[src/core/ldr_cfg.svh]
// constants for the legacy decode and routing block: offsets, fields, resets, ports
`ifndef LDR_CFG_SVH
`define LDR_CFG_SVH

// register indices; byte address is four times the index
`define LDR_IDX_LEGACY      8'h41
`define LDR_IDX_ROM         8'h43
`define LDR_IDX_PREFETCH    8'h44
`define LDR_IDX_STATUS      8'h45

// reset values
`define LDR_RST_LEGACY      8'h07
`define LDR_RST_ROM         8'h00
`define LDR_RST_PREFETCH    16'h0001

// writable bit masks, all other bits reserved
`define LDR_MASK_LEGACY     8'h07
`define LDR_MASK_ROM        8'hFF
`define LDR_MASK_PREFETCH   16'hFFF1

// field positions
`define LDR_BIT_INTC_EN     0
`define LDR_BIT_TIMER_EN    1
`define LDR_BIT_DMA_EN      2
`define LDR_BIT_PREFETCH_EVERYTHING       0
`define LDR_BIT_ROM_4M      7
`define LDR_BIT_ROM_1M      6
`define LDR_CEIL_LSB        4
`define LDR_CEIL_MSB        15
`define LDR_SEG_COUNT       6

// address ranges and translation
`define LDR_ROM_4M_TAG      10'h3FF
`define LDR_ROM_1M_TAG      12'hFFB
`define LDR_SEG_BASE_TAG    17'h00018
`define LDR_HIGH_64K_TAG    16'hFFFF
`define LDR_LOW_64K_TAG     16'h000F
`define LDR_LPC_TOP12       12'hFFF

// legacy io ports
`define LDR_P_TMR_STAT0     16'h0040
`define LDR_P_TMR_STAT1     16'h0041
`define LDR_P_TMR_STAT2     16'h0042
`define LDR_P_TMR_CTRL      16'h0043
`define LDR_P_SPEAKER       16'h0061
`define LDR_P_INTC1_A       16'h0020
`define LDR_P_INTC1_B       16'h0021
`define LDR_P_INTC2_A       16'h00A0
`define LDR_P_INTC2_B       16'h00A1
`define LDR_P_FAST_A20      16'h0092
`define LDR_P_COPRO_0       16'h00F0
`define LDR_P_COPRO_1       16'h00F1
`define LDR_P_ELCR_0        16'h04D0
`define LDR_P_ELCR_1        16'h04D1

// pci read commands
`define LDR_CMD_MEM_RD      4'h6
`define LDR_CMD_RD_MULT     4'hC
`define LDR_CMD_RD_LINE     4'hE

// read-back sequence last step indices
`define LDR_TMR_SEQ_LAST    3'h6
`define LDR_INTC_SEQ_LAST   4'hC

`endif

[src/core/ldr_pkg.sv]
// types shared by the legacy decode and routing block
package ldr_pkg;

  typedef enum logic [2:0] {
    TGT_NONE, TGT_DMA, TGT_TIMER, TGT_INTC, TGT_LPC_IO, TGT_LPC_ROM, TGT_MEM
  } ldr_target_e;

  typedef struct packed {
    logic        valid;
    logic        io;
    logic        inta;
    logic [31:0] addr;
  } ldr_host_req_s;

  typedef struct packed {
    logic        valid;
    ldr_target_e target;
    logic [31:0] lpc_addr;
  } ldr_route_s;

  typedef struct packed {
    logic [2:0][7:0] status;
    logic [2:0][7:0] count_lo;
    logic [2:0][7:0] count_hi;
  } ldr_timer_s;

  typedef struct packed {
    logic [7:0]      irr1;
    logic [7:0]      isr1;
    logic [7:0]      irr2;
    logic [7:0]      isr2;
    logic [3:0][7:0] init_control_word;
    logic [1:0][7:0] operation_control_word;
    logic [3:0][7:0] icw2;
    logic [2:0][7:0] ocw2;
  } ldr_intc_s;

endpackage

[src/core/ldr_readback.sv]
// read-back data path for timer and interrupt controller state
`timescale 1ns/1ps
`include "ldr_cfg.svh"

module ldr_readback
  import ldr_pkg::*;
(
  // clock and reset
  input  wire logic       pclk,
  input  wire logic       presetn,
  // io read request
  input  wire logic       io_rd,
  input  wire logic [15:0] io_port,
  input  wire logic       rb_mode,
  input  wire logic       claim_timer,
  input  wire logic       claim_intc,
  // unit state
  input  wire ldr_timer_s timer_st,
  input  wire ldr_intc_s  intc_st,
  // answer
  output logic            rd_valid_q,
  output logic [7:0]      rd_data_q
);

  logic [2:0] tseq_q;
  logic [3:0] iseq_q;
  logic       hit_t40, hit_t41, hit_t42, hit_i20, hit_i21, hit_ia0, hit_ia1;
  logic       hit;
  logic [7:0] data_d;

  // timer read-back order: status0, then low/high bytes of counters 0..2
  function automatic logic [7:0] tmr_word(input ldr_timer_s s, input logic [2:0] i);
    case (i)
      3'h0:    tmr_word = s.status[0];
      3'h1:    tmr_word = s.count_lo[0];
      3'h2:    tmr_word = s.count_hi[0];
      3'h3:    tmr_word = s.count_lo[1];
      3'h4:    tmr_word = s.count_hi[1];
      3'h5:    tmr_word = s.count_lo[2];
      3'h6:    tmr_word = s.count_hi[2];
      default: tmr_word = 8'h00;
    endcase
  endfunction

  // controller read-back order: ctrl1 init 1-4, op 1-2, ctrl2 init 1-4, op 1-3
  function automatic logic [7:0] intc_word(input ldr_intc_s s, input logic [3:0] i);
    if (i < 4'h4) begin
      intc_word = s.init_control_word[i[1:0]];
    end else if (i < 4'h6) begin
      intc_word = s.operation_control_word[i[0]];
    end else if (i < 4'hA) begin
      intc_word = s.icw2[2'(i - 4'h6)];
    end else begin
      intc_word = s.ocw2[2'(i - 4'hA)];
    end
  endfunction

  assign hit_t40 = claim_timer && (io_port == `LDR_P_TMR_STAT0);
  assign hit_t41 = claim_timer && (io_port == `LDR_P_TMR_STAT1);
  assign hit_t42 = claim_timer && (io_port == `LDR_P_TMR_STAT2);
  assign hit_i20 = claim_intc && (io_port == `LDR_P_INTC1_A);
  assign hit_i21 = claim_intc && (io_port == `LDR_P_INTC1_B);
  assign hit_ia0 = claim_intc && (io_port == `LDR_P_INTC2_A);
  assign hit_ia1 = claim_intc && (io_port == `LDR_P_INTC2_B);
  assign hit = hit_t40 | hit_t41 | hit_t42 | hit_i20 | hit_i21 | hit_ia0 | hit_ia1;

  // data select; the stepped ports only step while read-back mode is on
  always_comb begin
    data_d = 8'h00;
    if (hit_t40) begin
      data_d = rb_mode ? tmr_word(timer_st, tseq_q) : timer_st.status[0];
    end else if (hit_t41) begin
      data_d = timer_st.status[1];
    end else if (hit_t42) begin
      data_d = timer_st.status[2];
    end else if (hit_i20) begin
      data_d = rb_mode ? intc_word(intc_st, iseq_q) : intc_st.irr1;
    end else if (hit_i21) begin
      data_d = intc_st.isr1;
    end else if (hit_ia0) begin
      data_d = intc_st.irr2;
    end else if (hit_ia1) begin
      data_d = intc_st.isr2;
    end
  end

  // timer step counter, wraps after the seventh read
  always_ff @(posedge pclk or negedge presetn) begin
    if (!presetn) begin
      tseq_q <= 3'h0;
    end else if (!rb_mode) begin
      tseq_q <= 3'h0;
    end else if (io_rd && hit_t40) begin
      tseq_q <= (tseq_q == `LDR_TMR_SEQ_LAST) ? 3'h0 : tseq_q + 3'h1;
    end
  end

  // controller step counter, wraps after the last operation word
  always_ff @(posedge pclk or negedge presetn) begin
    if (!presetn) begin
      iseq_q <= 4'h0;
    end else if (!rb_mode) begin
      iseq_q <= 4'h0;
    end else if (io_rd && hit_i20) begin
      iseq_q <= (iseq_q == `LDR_INTC_SEQ_LAST) ? 4'h0 : iseq_q + 4'h1;
    end
  end

  // registered answer, one cycle after the read
  always_ff @(posedge pclk or negedge presetn) begin
    if (!presetn) begin
      rd_valid_q <= 1'b0;
      rd_data_q  <= 8'h00;
    end else begin
      rd_valid_q <= io_rd && hit;
      if (io_rd && hit) begin
        rd_data_q <= data_d;
      end
    end
  end
endmodule

[src/core/ldr_top.sv]
// legacy io/memory decode, bios rom translation, prefetch decision and apb registers
//
// Design decision made here: the APB register port.
`timescale 1ns/1ps
`include "ldr_cfg.svh"

module ldr_top
  import ldr_pkg::*;
#(
  parameter int ADDR_W = 12
)
(
  // clock and reset
  input  wire logic          pclk,
  input  wire logic          presetn,
  // apb slave
  input  wire logic          psel,
  input  wire logic          penable,
  input  wire logic          pwrite,
  input  wire logic [ADDR_W-1:0] paddr,
  input  wire logic [31:0]   pwdata,
  output logic [31:0]        prdata,
  output logic               pready,
  output logic               pslverr,
  // host cycle decode
  input  wire ldr_host_req_s host_req,
  output ldr_route_s         route_q,
  // pci master read prefetch decision
  input  wire logic          pci_valid,
  input  wire logic [3:0]    pci_cmd,
  input  wire logic [31:0]   pci_addr,
  output logic               pf_valid_q,
  output logic               pf_ok_q,
  // legacy read-back
  input  wire logic          io_rd,
  input  wire logic [15:0]   io_port,
  input  wire logic          rb_mode,
  input  wire ldr_timer_s    timer_st,
  input  wire ldr_intc_s     intc_st,
  output logic               rd_valid_q,
  output logic [7:0]         rd_data_q
);

  localparam logic [ADDR_W-1:0] A_LEGACY   = ADDR_W'({`LDR_IDX_LEGACY, 2'b00});
  localparam logic [ADDR_W-1:0] A_ROM      = ADDR_W'({`LDR_IDX_ROM, 2'b00});
  localparam logic [ADDR_W-1:0] A_PREFETCH = ADDR_W'({`LDR_IDX_PREFETCH, 2'b00});
  localparam logic [ADDR_W-1:0] A_STATUS   = ADDR_W'({`LDR_IDX_STATUS, 2'b00});

  // the register map needs byte addresses up to 114h
  initial begin
    if (ADDR_W < 10 || ADDR_W > 32) begin
      $error("ldr_top: ADDR_W must be between 10 and 32");
    end
  end

  logic [7:0]  legacy_q;
  logic [7:0]  rom_q;
  logic [15:0] pf_q;
  logic [31:0] prdata_q;
  logic        pslverr_q;
  logic        wr_en;
  logic        setup;
  logic        hit_any;
  logic [31:0] rd_mux;
  ldr_route_s  route_d;
  logic        pf_d;
  logic        dma_en, timer_en, intc_en, prefetch_everything;
  logic [11:0] ceiling;

  // range test shared by the dma and timer port decoders below
  function automatic logic in_range(input logic [15:0] v, input logic [15:0] lo,
                                    input logic [15:0] hi);
    in_range = (v >= lo) && (v <= hi);
  endfunction

  function automatic logic is_dma_port(input logic [15:0] p);
    is_dma_port = in_range(p, 16'h0000, 16'h000F) || in_range(p, 16'h0080, 16'h008F) ||
                  in_range(p, 16'h00C0, 16'h00DF);
  endfunction

  function automatic logic is_timer_port(input logic [15:0] p);
    is_timer_port = in_range(p, `LDR_P_TMR_STAT0, `LDR_P_TMR_CTRL) || (p == `LDR_P_SPEAKER);
  endfunction

  function automatic logic is_intc_port(input logic [15:0] p);
    is_intc_port = (p == `LDR_P_INTC1_A) || (p == `LDR_P_INTC1_B) ||
                   (p == `LDR_P_FAST_A20) || (p == `LDR_P_INTC2_A) ||
                   (p == `LDR_P_INTC2_B) || (p == `LDR_P_COPRO_0) ||
                   (p == `LDR_P_COPRO_1) || (p == `LDR_P_ELCR_0) || (p == `LDR_P_ELCR_1);
  endfunction

  assign dma_en   = legacy_q[`LDR_BIT_DMA_EN];
  assign timer_en = legacy_q[`LDR_BIT_TIMER_EN];
  assign intc_en  = legacy_q[`LDR_BIT_INTC_EN];
  assign prefetch_everything    = pf_q[`LDR_BIT_PREFETCH_EVERYTHING];
  assign ceiling  = pf_q[`LDR_CEIL_MSB:`LDR_CEIL_LSB];

  // apb decode; zero wait states, data registered during the setup cycle
  assign setup   = psel && !penable;
  assign wr_en   = psel && penable && pwrite && !pslverr_q;
  assign hit_any = (paddr == A_LEGACY) || (paddr == A_ROM) || (paddr == A_PREFETCH) ||
                   (paddr == A_STATUS);
  assign pready  = 1'b1;
  assign pslverr = psel && penable && pslverr_q;
  assign prdata  = prdata_q;

  // read mux; reserved bits come back as zero
  always_comb begin
    rd_mux = 32'h0000_0000;
    case (paddr)
      A_LEGACY:   rd_mux = {24'h00_0000, legacy_q & `LDR_MASK_LEGACY};
      A_ROM:      rd_mux = {24'h00_0000, rom_q};
      A_PREFETCH: rd_mux = {16'h0000, pf_q & `LDR_MASK_PREFETCH};
      A_STATUS:   rd_mux = {23'h00_0000, pf_ok_q, 5'h00, route_q.target};
      default:    rd_mux = 32'h0000_0000;
    endcase
  end

  // read data and error flag latched in setup, held through the access phase
  always_ff @(posedge pclk or negedge presetn) begin
    if (!presetn) begin
      prdata_q  <= 32'h0000_0000;
      pslverr_q <= 1'b0;
    end else if (setup) begin
      prdata_q  <= pwrite ? 32'h0000_0000 : rd_mux;
      pslverr_q <= !hit_any;
    end
  end

  // legacy unit enables
  always_ff @(posedge pclk or negedge presetn) begin
    if (!presetn) begin
      legacy_q <= `LDR_RST_LEGACY;
    end else if (wr_en && paddr == A_LEGACY) begin
      legacy_q <= pwdata[7:0] & `LDR_MASK_LEGACY;
    end
  end

  // rom window enables
  always_ff @(posedge pclk or negedge presetn) begin
    if (!presetn) begin
      rom_q <= `LDR_RST_ROM;
    end else if (wr_en && paddr == A_ROM) begin
      rom_q <= pwdata[7:0];
    end
  end

  // prefetch control: ceiling plus prefetch-everything
  always_ff @(posedge pclk or negedge presetn) begin
    if (!presetn) begin
      pf_q <= `LDR_RST_PREFETCH;
    end else if (wr_en && paddr == A_PREFETCH) begin
      pf_q <= pwdata[15:0] & `LDR_MASK_PREFETCH;
    end
  end

  // host cycle classification; fixed bios windows win over the enable bits
  always_comb begin
    route_d          = '0;
    route_d.valid    = host_req.valid;
    route_d.target   = TGT_NONE;
    route_d.lpc_addr = host_req.addr;
    if (!host_req.valid) begin
      route_d.target = TGT_NONE;
    end else if (host_req.inta) begin
      route_d.target = intc_en ? TGT_INTC : TGT_LPC_IO;
    end else if (host_req.io) begin
      route_d.target = TGT_LPC_IO;
      if (is_dma_port(host_req.addr[15:0])) begin
        route_d.target = dma_en ? TGT_DMA : TGT_LPC_IO;
      end else if (is_timer_port(host_req.addr[15:0])) begin
        route_d.target = timer_en ? TGT_TIMER : TGT_LPC_IO;
      end else if (is_intc_port(host_req.addr[15:0])) begin
        route_d.target = intc_en ? TGT_INTC : TGT_LPC_IO;
      end
    end else if (host_req.addr[31:16] == `LDR_HIGH_64K_TAG) begin
      route_d.target = TGT_LPC_ROM;
    end else if (host_req.addr[31:16] == `LDR_LOW_64K_TAG) begin
      route_d.target   = TGT_LPC_ROM;
      route_d.lpc_addr = {`LDR_HIGH_64K_TAG, host_req.addr[15:0]};
    end else if (rom_q[`LDR_BIT_ROM_4M] && host_req.addr[31:22] == `LDR_ROM_4M_TAG) begin
      route_d.target = TGT_LPC_ROM;
    end else if (rom_q[`LDR_BIT_ROM_1M] && host_req.addr[31:20] == `LDR_ROM_1M_TAG) begin
      route_d.target = TGT_LPC_ROM;
    end else begin
      route_d.target = TGT_MEM;
      for (int i = 0; i < `LDR_SEG_COUNT; i++) begin
        if (rom_q[i] && host_req.addr[31:15] == 17'(`LDR_SEG_BASE_TAG + i)) begin
          route_d.target   = TGT_LPC_ROM;
          route_d.lpc_addr = {`LDR_LPC_TOP12, host_req.addr[19:0]};
        end
      end
    end
  end

  // routing result, one cycle after the host request
  always_ff @(posedge pclk or negedge presetn) begin
    if (!presetn) begin
      route_q <= '0;
    end else begin
      route_q <= route_d;
    end
  end

  // prefetch decision for pci master reads
  always_comb begin
    pf_d = 1'b0;
    case (pci_cmd)
      `LDR_CMD_RD_MULT: pf_d = 1'b1;
      `LDR_CMD_RD_LINE: pf_d = 1'b1;
      `LDR_CMD_MEM_RD:  pf_d = prefetch_everything || (pci_addr[31:20] < ceiling);
      default:          pf_d = 1'b0;
    endcase
  end

  always_ff @(posedge pclk or negedge presetn) begin
    if (!presetn) begin
      pf_valid_q <= 1'b0;
      pf_ok_q    <= 1'b0;
    end else begin
      pf_valid_q <= pci_valid;
      if (pci_valid) begin
        pf_ok_q <= pf_d;
      end
    end
  end

  // read-back only answers ports that the enabled internal units own
  ldr_readback u_readback (
    .pclk        (pclk),
    .presetn     (presetn),
    .io_rd       (io_rd),
    .io_port     (io_port),
    .rb_mode     (rb_mode),
    .claim_timer (timer_en),
    .claim_intc  (intc_en),
    .timer_st    (timer_st),
    .intc_st     (intc_st),
    .rd_valid_q  (rd_valid_q),
    .rd_data_q   (rd_data_q)
  );
endmodule

[config.mk]
export PLATFORM = sky130hd
export DESIGN_NAME = ldr_top
export DESIGN_NICKNAME = d
export VERILOG_FILES = /design/src/core/ldr_pkg.sv /design/src/core/ldr_readback.sv /design/src/core/ldr_top.sv
export VERILOG_INCLUDE_DIRS = /design/src /design/src/core
export SDC_FILE = /design/constraint.sdc
export NUM_CORES = 1
export LEC_CHECK = 0
export ABC_AREA = 1
export BUFFER_PORTS_ARGS = -buffer_cell sky130_fd_sc_hd__clkbuf_2
export CAP_MARGIN = 20
export CORE_AREA = 2 2 164 166
export DETAILED_ROUTE_END_ITERATION = 12
export DIE_AREA = 0 0 166 168
export SYNTH_ARGS = -nofsm -noshare
export SYNTH_HDL_FRONTEND = slang
export SYNTH_SLANG_ARGS = --single-unit
[constraint.sdc]
create_clock -name pclk -period 2.45 [get_ports pclk]
set_clock_uncertainty 0.2 [all_clocks]
set_input_delay 0 -clock pclk [delete_from_list [all_inputs] [get_ports pclk]]
set_output_delay 0 -clock pclk [all_outputs]
set_load 0.005 [all_outputs]
==> implementation parameters <==
Parameter                              Value

Logic synthesis
  Area fraction of the dominant cell type after synthesis    31.5%
  Commonest cells in the synthesized netlist    sky130_fd_sc_hd__nand2_1, sky130_fd_sc_hd__inv_1, sky130_fd_sc_hd__nor2_1
  Number of warnings reported in the yosys synthesis log    0
  Gate count after technology mapping    between 1k and 1.5k
  Most used flip-flop cell after synthesis    sky130_fd_sc_hd__dfrtp_1
  Post-synthesis async set-or-reset flop share    100%
  Syn Std Cell Area    0.00723 mm^2
  Synthesized area per cell    6.38 um^2
  Number of flip-flops and latches in the synthesized netlist    95
  Count of flip-flops with a built-in enable after synthesis    0
  Top-count cell post-synth    sky130_fd_sc_hd__nand2_1
  Sequential-to-total area share from yosys stat    32.9%
  Most area-hungry cell type in the Yosys netlist    sky130_fd_sc_hd__dfrtp_1
  Post-synth cell types    41
  Most area-consuming cells after synthesis    sky130_fd_sc_hd__dfrtp_1, sky130_fd_sc_hd__nand2_1, sky130_fd_sc_hd__nand3_1

STA
  Post-route fraction of the period consumed by the critical path    93.1%
  Setup violations, final    0
  Least-Margin Pin Slew    0.699 ns
  Worst max-slew margin expressed relative to the limit    53.4%
  Clock period minus worst slack    about 2.3 ns
  Worst-case hold slack    -0.0155 ns
  Final count of hold timing violations    2
  Total count of max-transition violations in the final report    0
  Setup repair after global routing missed its margin    yes
  Final total negative setup slack    0 ns
  Highest achievable clock rate    0.438 GHz

Worst setup path
  Arr. time, crit path    2.32 ns
  Crit path required time    between 2 and 2.5 ns
  CP Buf/Inv Count    3
  CP Launch Type    register
  Depth of the worst register-to-register path    10
  Cell-by-cell trace of the critical path    inv_1, ha_1, inv_1, o31ai_2, a21oi_1, nand2_1, nand2_1, a21oi_1, o21ai_0, dlygate4sd3_1
  Type of the worst setup path    register to register
  Top fanout value on the critical path    3
  Sort of element at the end of the critical path    register
  Capture instance of the worst register-to-register path    pf_ok_q$_DFFE_PN0P_
  R2R Path Start    pf_q[11]$_DFFE_PN0P_
  Setup slack of the worst register-to-register path    between 0.15 and 0.2 ns
  Cell family with the largest share of critical-path delay    buffers and inverters
  Stage delay of the slowest cell on the critical path    roughly 0.56 ns
  Standard cell with the maximum stage delay on the critical path    sky130_fd_sc_hd__dlygate4sd3_1

Finish
  Final design utilization    40.4%
  Number of fillers in the final layout    2811
  P&R area growth vs syn    47.2%
  Fraction of final layout cells with drive strength greater than 1    between 20% and 30%
  Net count reported at finish    between 1.5k and 2k
  Area of the multi-input gates    0.00398 mm^2
  Total non-filler cell area in the finished layout    0.0106 mm^2
  Area used by sequential logic in the layout    0.00238 mm^2

Outcome
  Result of the run    finished with violations
  Violations in the final reports    hold timing

Pwr
  Clk pwr share    approximately 34%
  Internal cell power    2.81 mW
  Part of the total power dissipated in combinational logic    26.0%
  Leakage power total    5.86 nW
  Power density relative to cell area    384 mW/mm^2
  Worst supply voltage drop on vdd    about 0.00027 V
  Sequential share of power    39.9%
  Switch share    31.4%
  P_sw    1.29 mW
  Total power after layout    4.09 mW

CTS
  Clock sink total    95
  Number of buffers created by CTS    9
  H-tree Lvls    3
  Clock tree from TritonCTS    yes
  Clock root cell    sky130_fd_sc_hd__clkbuf_16
  Clock transition at the registers of the reported paths    0.08 ns
  Maximum root-to-sink buffer count    2
  Clock Latency Late Sink    0.35 ns

Route
  Routed via count divided by cell count    4.62
  Avg WL per Cell    14.8 um
  Routed via count    8950
  DR DRC count    0
  Routed Antenna Nets    0
  WL final    about 29000 um
  Detailed Routing Iterations Pass 1    5
  Violation count after the first detailed-routing iteration    591

Worst hold path
  Worst hold start    intc_st[130]
  Kind of path behind the tightest hold check    input pin to register
  Worst min-delay path endpoint    u_readback.rd_data_q[2]$_DFFE_PN0P_
  Min-Delay Path Depth    7

Placed design
  Total cell area at the placement stage    0.00943 mm^2
  Placer's final routability congestion estimate    0.869
  Post-DP HPWL    23200 um
  Number of buffers inserted by port buffering    between 300 and 400

Global route
  GRT Resource Usage Total    about a fifth
  Antenna violations before repair    4
  Global-route wire length before repair    45100 um
  Remaining global-route overflow    0
  Vias in the first global route    8814
  Largest net degree at the start of global routing    54

Floorplanning
  Starting Density    27.5%
  Full die area    0.0279 mm^2
  Overall die height    168 um
  Standard-cell rows    60
  Core Box Area    0.0264 mm^2
  Die X-Extent    about 170 um
  Number of I/O pins    428

Job
  # Max-Cap Violations    0
## power groups by stage
| stage | registers [mW] | clock network [mW] | logic, mW |
|---|---|---|---|
| 2_1_floorplan | 1.66 | 0 | 0.484 |
| 3_3_place_gp | 1.66 | 0 | 0.949 |
| 3_5_place_dp | 1.66 | 0 | 0.952 |
| 4_1_cts | 1.63 | 1.44 | 1.07 |
| 5_1_grt | 1.64 | 1.51 | 1.20 |
| 6_report | 1.63 | 1.40 | 1.07 |
## worst register-to-register path: cells and delay by family, from the launching register on
| family | cells | cell delay, ns |
|---|---|---|
| AO/OA/AOI/OAI | 4 | 0.48 |
| adder cells (fa/ha/maj) | 1 | 0.29 |
| buffers and inverters | 3 | 0.68 |
| flip-flops | 1 | 0.39 |
| AND/OR/NAND/NOR | 2 | 0.13 |
## cells in the final DEF, fill, tap and decap left out, types with 2 or more instances in the layout
cell type / synthesis / final
sky130_fd_sc_hd__nor2_1: 123 / 121
sky130_fd_sc_hd__nand2_2: 4 / 4
sky130_fd_sc_hd__nor2_2: 1 / 3
sky130_fd_sc_hd__dlygate4sd3_1: 0 / 91
sky130_fd_sc_hd__conb_1: 2 / 17
sky130_fd_sc_hd__buf_4: 22 / 24
sky130_fd_sc_hd__o21ai_1: 11 / 11
sky130_fd_sc_hd__a22o_1: 6 / 6
sky130_fd_sc_hd__clkinv_1: 2 / 2
sky130_fd_sc_hd__or2_2: 11 / 11
sky130_fd_sc_hd__diode_2: 0 / 3
sky130_fd_sc_hd__inv_6: 0 / 2
sky130_fd_sc_hd__nor3_1: 9 / 9
sky130_fd_sc_hd__o21ai_2: 2 / 2
sky130_fd_sc_hd__nor4_1: 2 / 2
sky130_fd_sc_hd__mux2_2: 9 / 9
sky130_fd_sc_hd__nor2_4: 4 / 4
sky130_fd_sc_hd__clkbuf_2: 0 / 373
sky130_fd_sc_hd__nand4_1: 36 / 36
sky130_fd_sc_hd__nor3_2: 3 / 3
sky130_fd_sc_hd__inv_1: 140 / 139
sky130_fd_sc_hd__a21boi_0: 2 / 2
sky130_fd_sc_hd__nand3b_1: 5 / 5
sky130_fd_sc_hd__inv_8: 0 / 2
sky130_fd_sc_hd__ha_1: 14 / 14
sky130_fd_sc_hd__or2_0: 3 / 3
sky130_fd_sc_hd__nand2_1: 353 / 353
sky130_fd_sc_hd__inv_2: 14 / 15
sky130_fd_sc_hd__a21oi_1: 30 / 30
sky130_fd_sc_hd__nand3_1: 106 / 106
sky130_fd_sc_hd__o211ai_1: 3 / 3
sky130_fd_sc_hd__o31ai_1: 3 / 2
sky130_fd_sc_hd__dfrtp_1: 91 / 91
sky130_fd_sc_hd__nor3b_1: 2 / 2
sky130_fd_sc_hd__o21ai_0: 67 / 67
sky130_fd_sc_hd__o22ai_1: 6 / 6
sky130_fd_sc_hd__nand3_2: 3 / 3
sky130_fd_sc_hd__dfstp_2: 4 / 4
sky130_fd_sc_hd__clkbuf_16: 0 / 9
## per-layer routing
| layer | vias to the layer above | share of wire, % | global-route usage (%) |
|---|---|---|---|
| met1 | 4080 | 39 | 22.9 |
| met2 | 346 | 52 | 37.9 |
| met4 | 0 | 2.1 | 5.63 |
| li1 | 4491 | - | - |
| met3 | 33 | 6.2 | 3.93 |
| met5 | - | 0 | 0 |
## cell families (layout without fill, tap and decap cells)
logic type / after synthesis / count (layout) / synth area share (%)
AND/OR/NAND/NOR: 668 / 668 / 40.3
buffers and inverters: 215 / 661 / 12.9
AO/OA/AOI/OAI: 131 / 131 / 9.91
other: 2 / 20 / 0.104
flip-flops: 95 / 95 / 32.9
multiplexers: 9 / 9 / 1.40
adder cells (fa/ha/maj): 14 / 14 / 2.42
## stage by stage
step / std cells / setup WS [ns]
global route: 1939 / -0.0215
global placement: 1828 / 0.206
detailed placement: 1828 / 0.133
finish: 1939 / 0.169
CTS: 1935 / 0.0953
floorplan: 1149 / 0.527
## registers in the layout, indices dropped and copies added, names as in the netlist
| register | flops |
|---|---|
| pf_ok_q | 1 |
| u_readback.iseq_q | 4 |
| pslverr_q | 1 |
| u_readback.rd_valid_q | 1 |
| pf_q | 13 |
| rom_q | 8 |
| prdata | 16 |
| u_readback.rd_data_q | 8 |
| route_q | 36 |
| legacy_q | 3 |
| pf_valid_q | 1 |
| u_readback.tseq_q | 3 |
## worst max path at each step
stage | start | end | cells past startpoint
6_report | pf_q[11]$_DFFE_PN0P_ | pf_ok_q$_DFFE_PN0P_ | 10
5_1_grt | legacy_q[0]$_DFFE_PN1P_ | u_readback.rd_data_q[2]$_DFFE_PN0P_ | 11
4_1_cts | legacy_q[0]$_DFFE_PN1P_ | u_readback.rd_data_q[2]$_DFFE_PN0P_ | 11
3_5_place_dp | legacy_q[1]$_DFFE_PN1P_ | u_readback.tseq_q[0]$_DFFE_PN0P_ | 9
3_3_place_gp | legacy_q[1]$_DFFE_PN1P_ | u_readback.tseq_q[0]$_DFFE_PN0P_ | 9
2_1_floorplan | legacy_q[1]$_DFFE_PN1P_ | u_readback.rd_data_q[5]$_DFFE_PN0P_ | 11
## area by class of cell
type / instances / area share, %
Antenna cell: 3 / 0.0705
Clock buffer: 9 / 2.11
Clock inverter: 7 / 0.576
Inverter: 156 / 5.50
Multi-Input combinational cell: 839 / 37.4
Sequential cell: 95 / 22.4
Tap cell: 341 / 4.01
Timing Repair Buffer: 489 / 28.0
## timing repair
action,CTS,global route
hold buffers,91,0
resized for setup,0,4
buffers inserted,0,1
setup endpoints to repair,0,4
endpoints found under the hold margin,180,0
(Power assumes the default switching activity.)
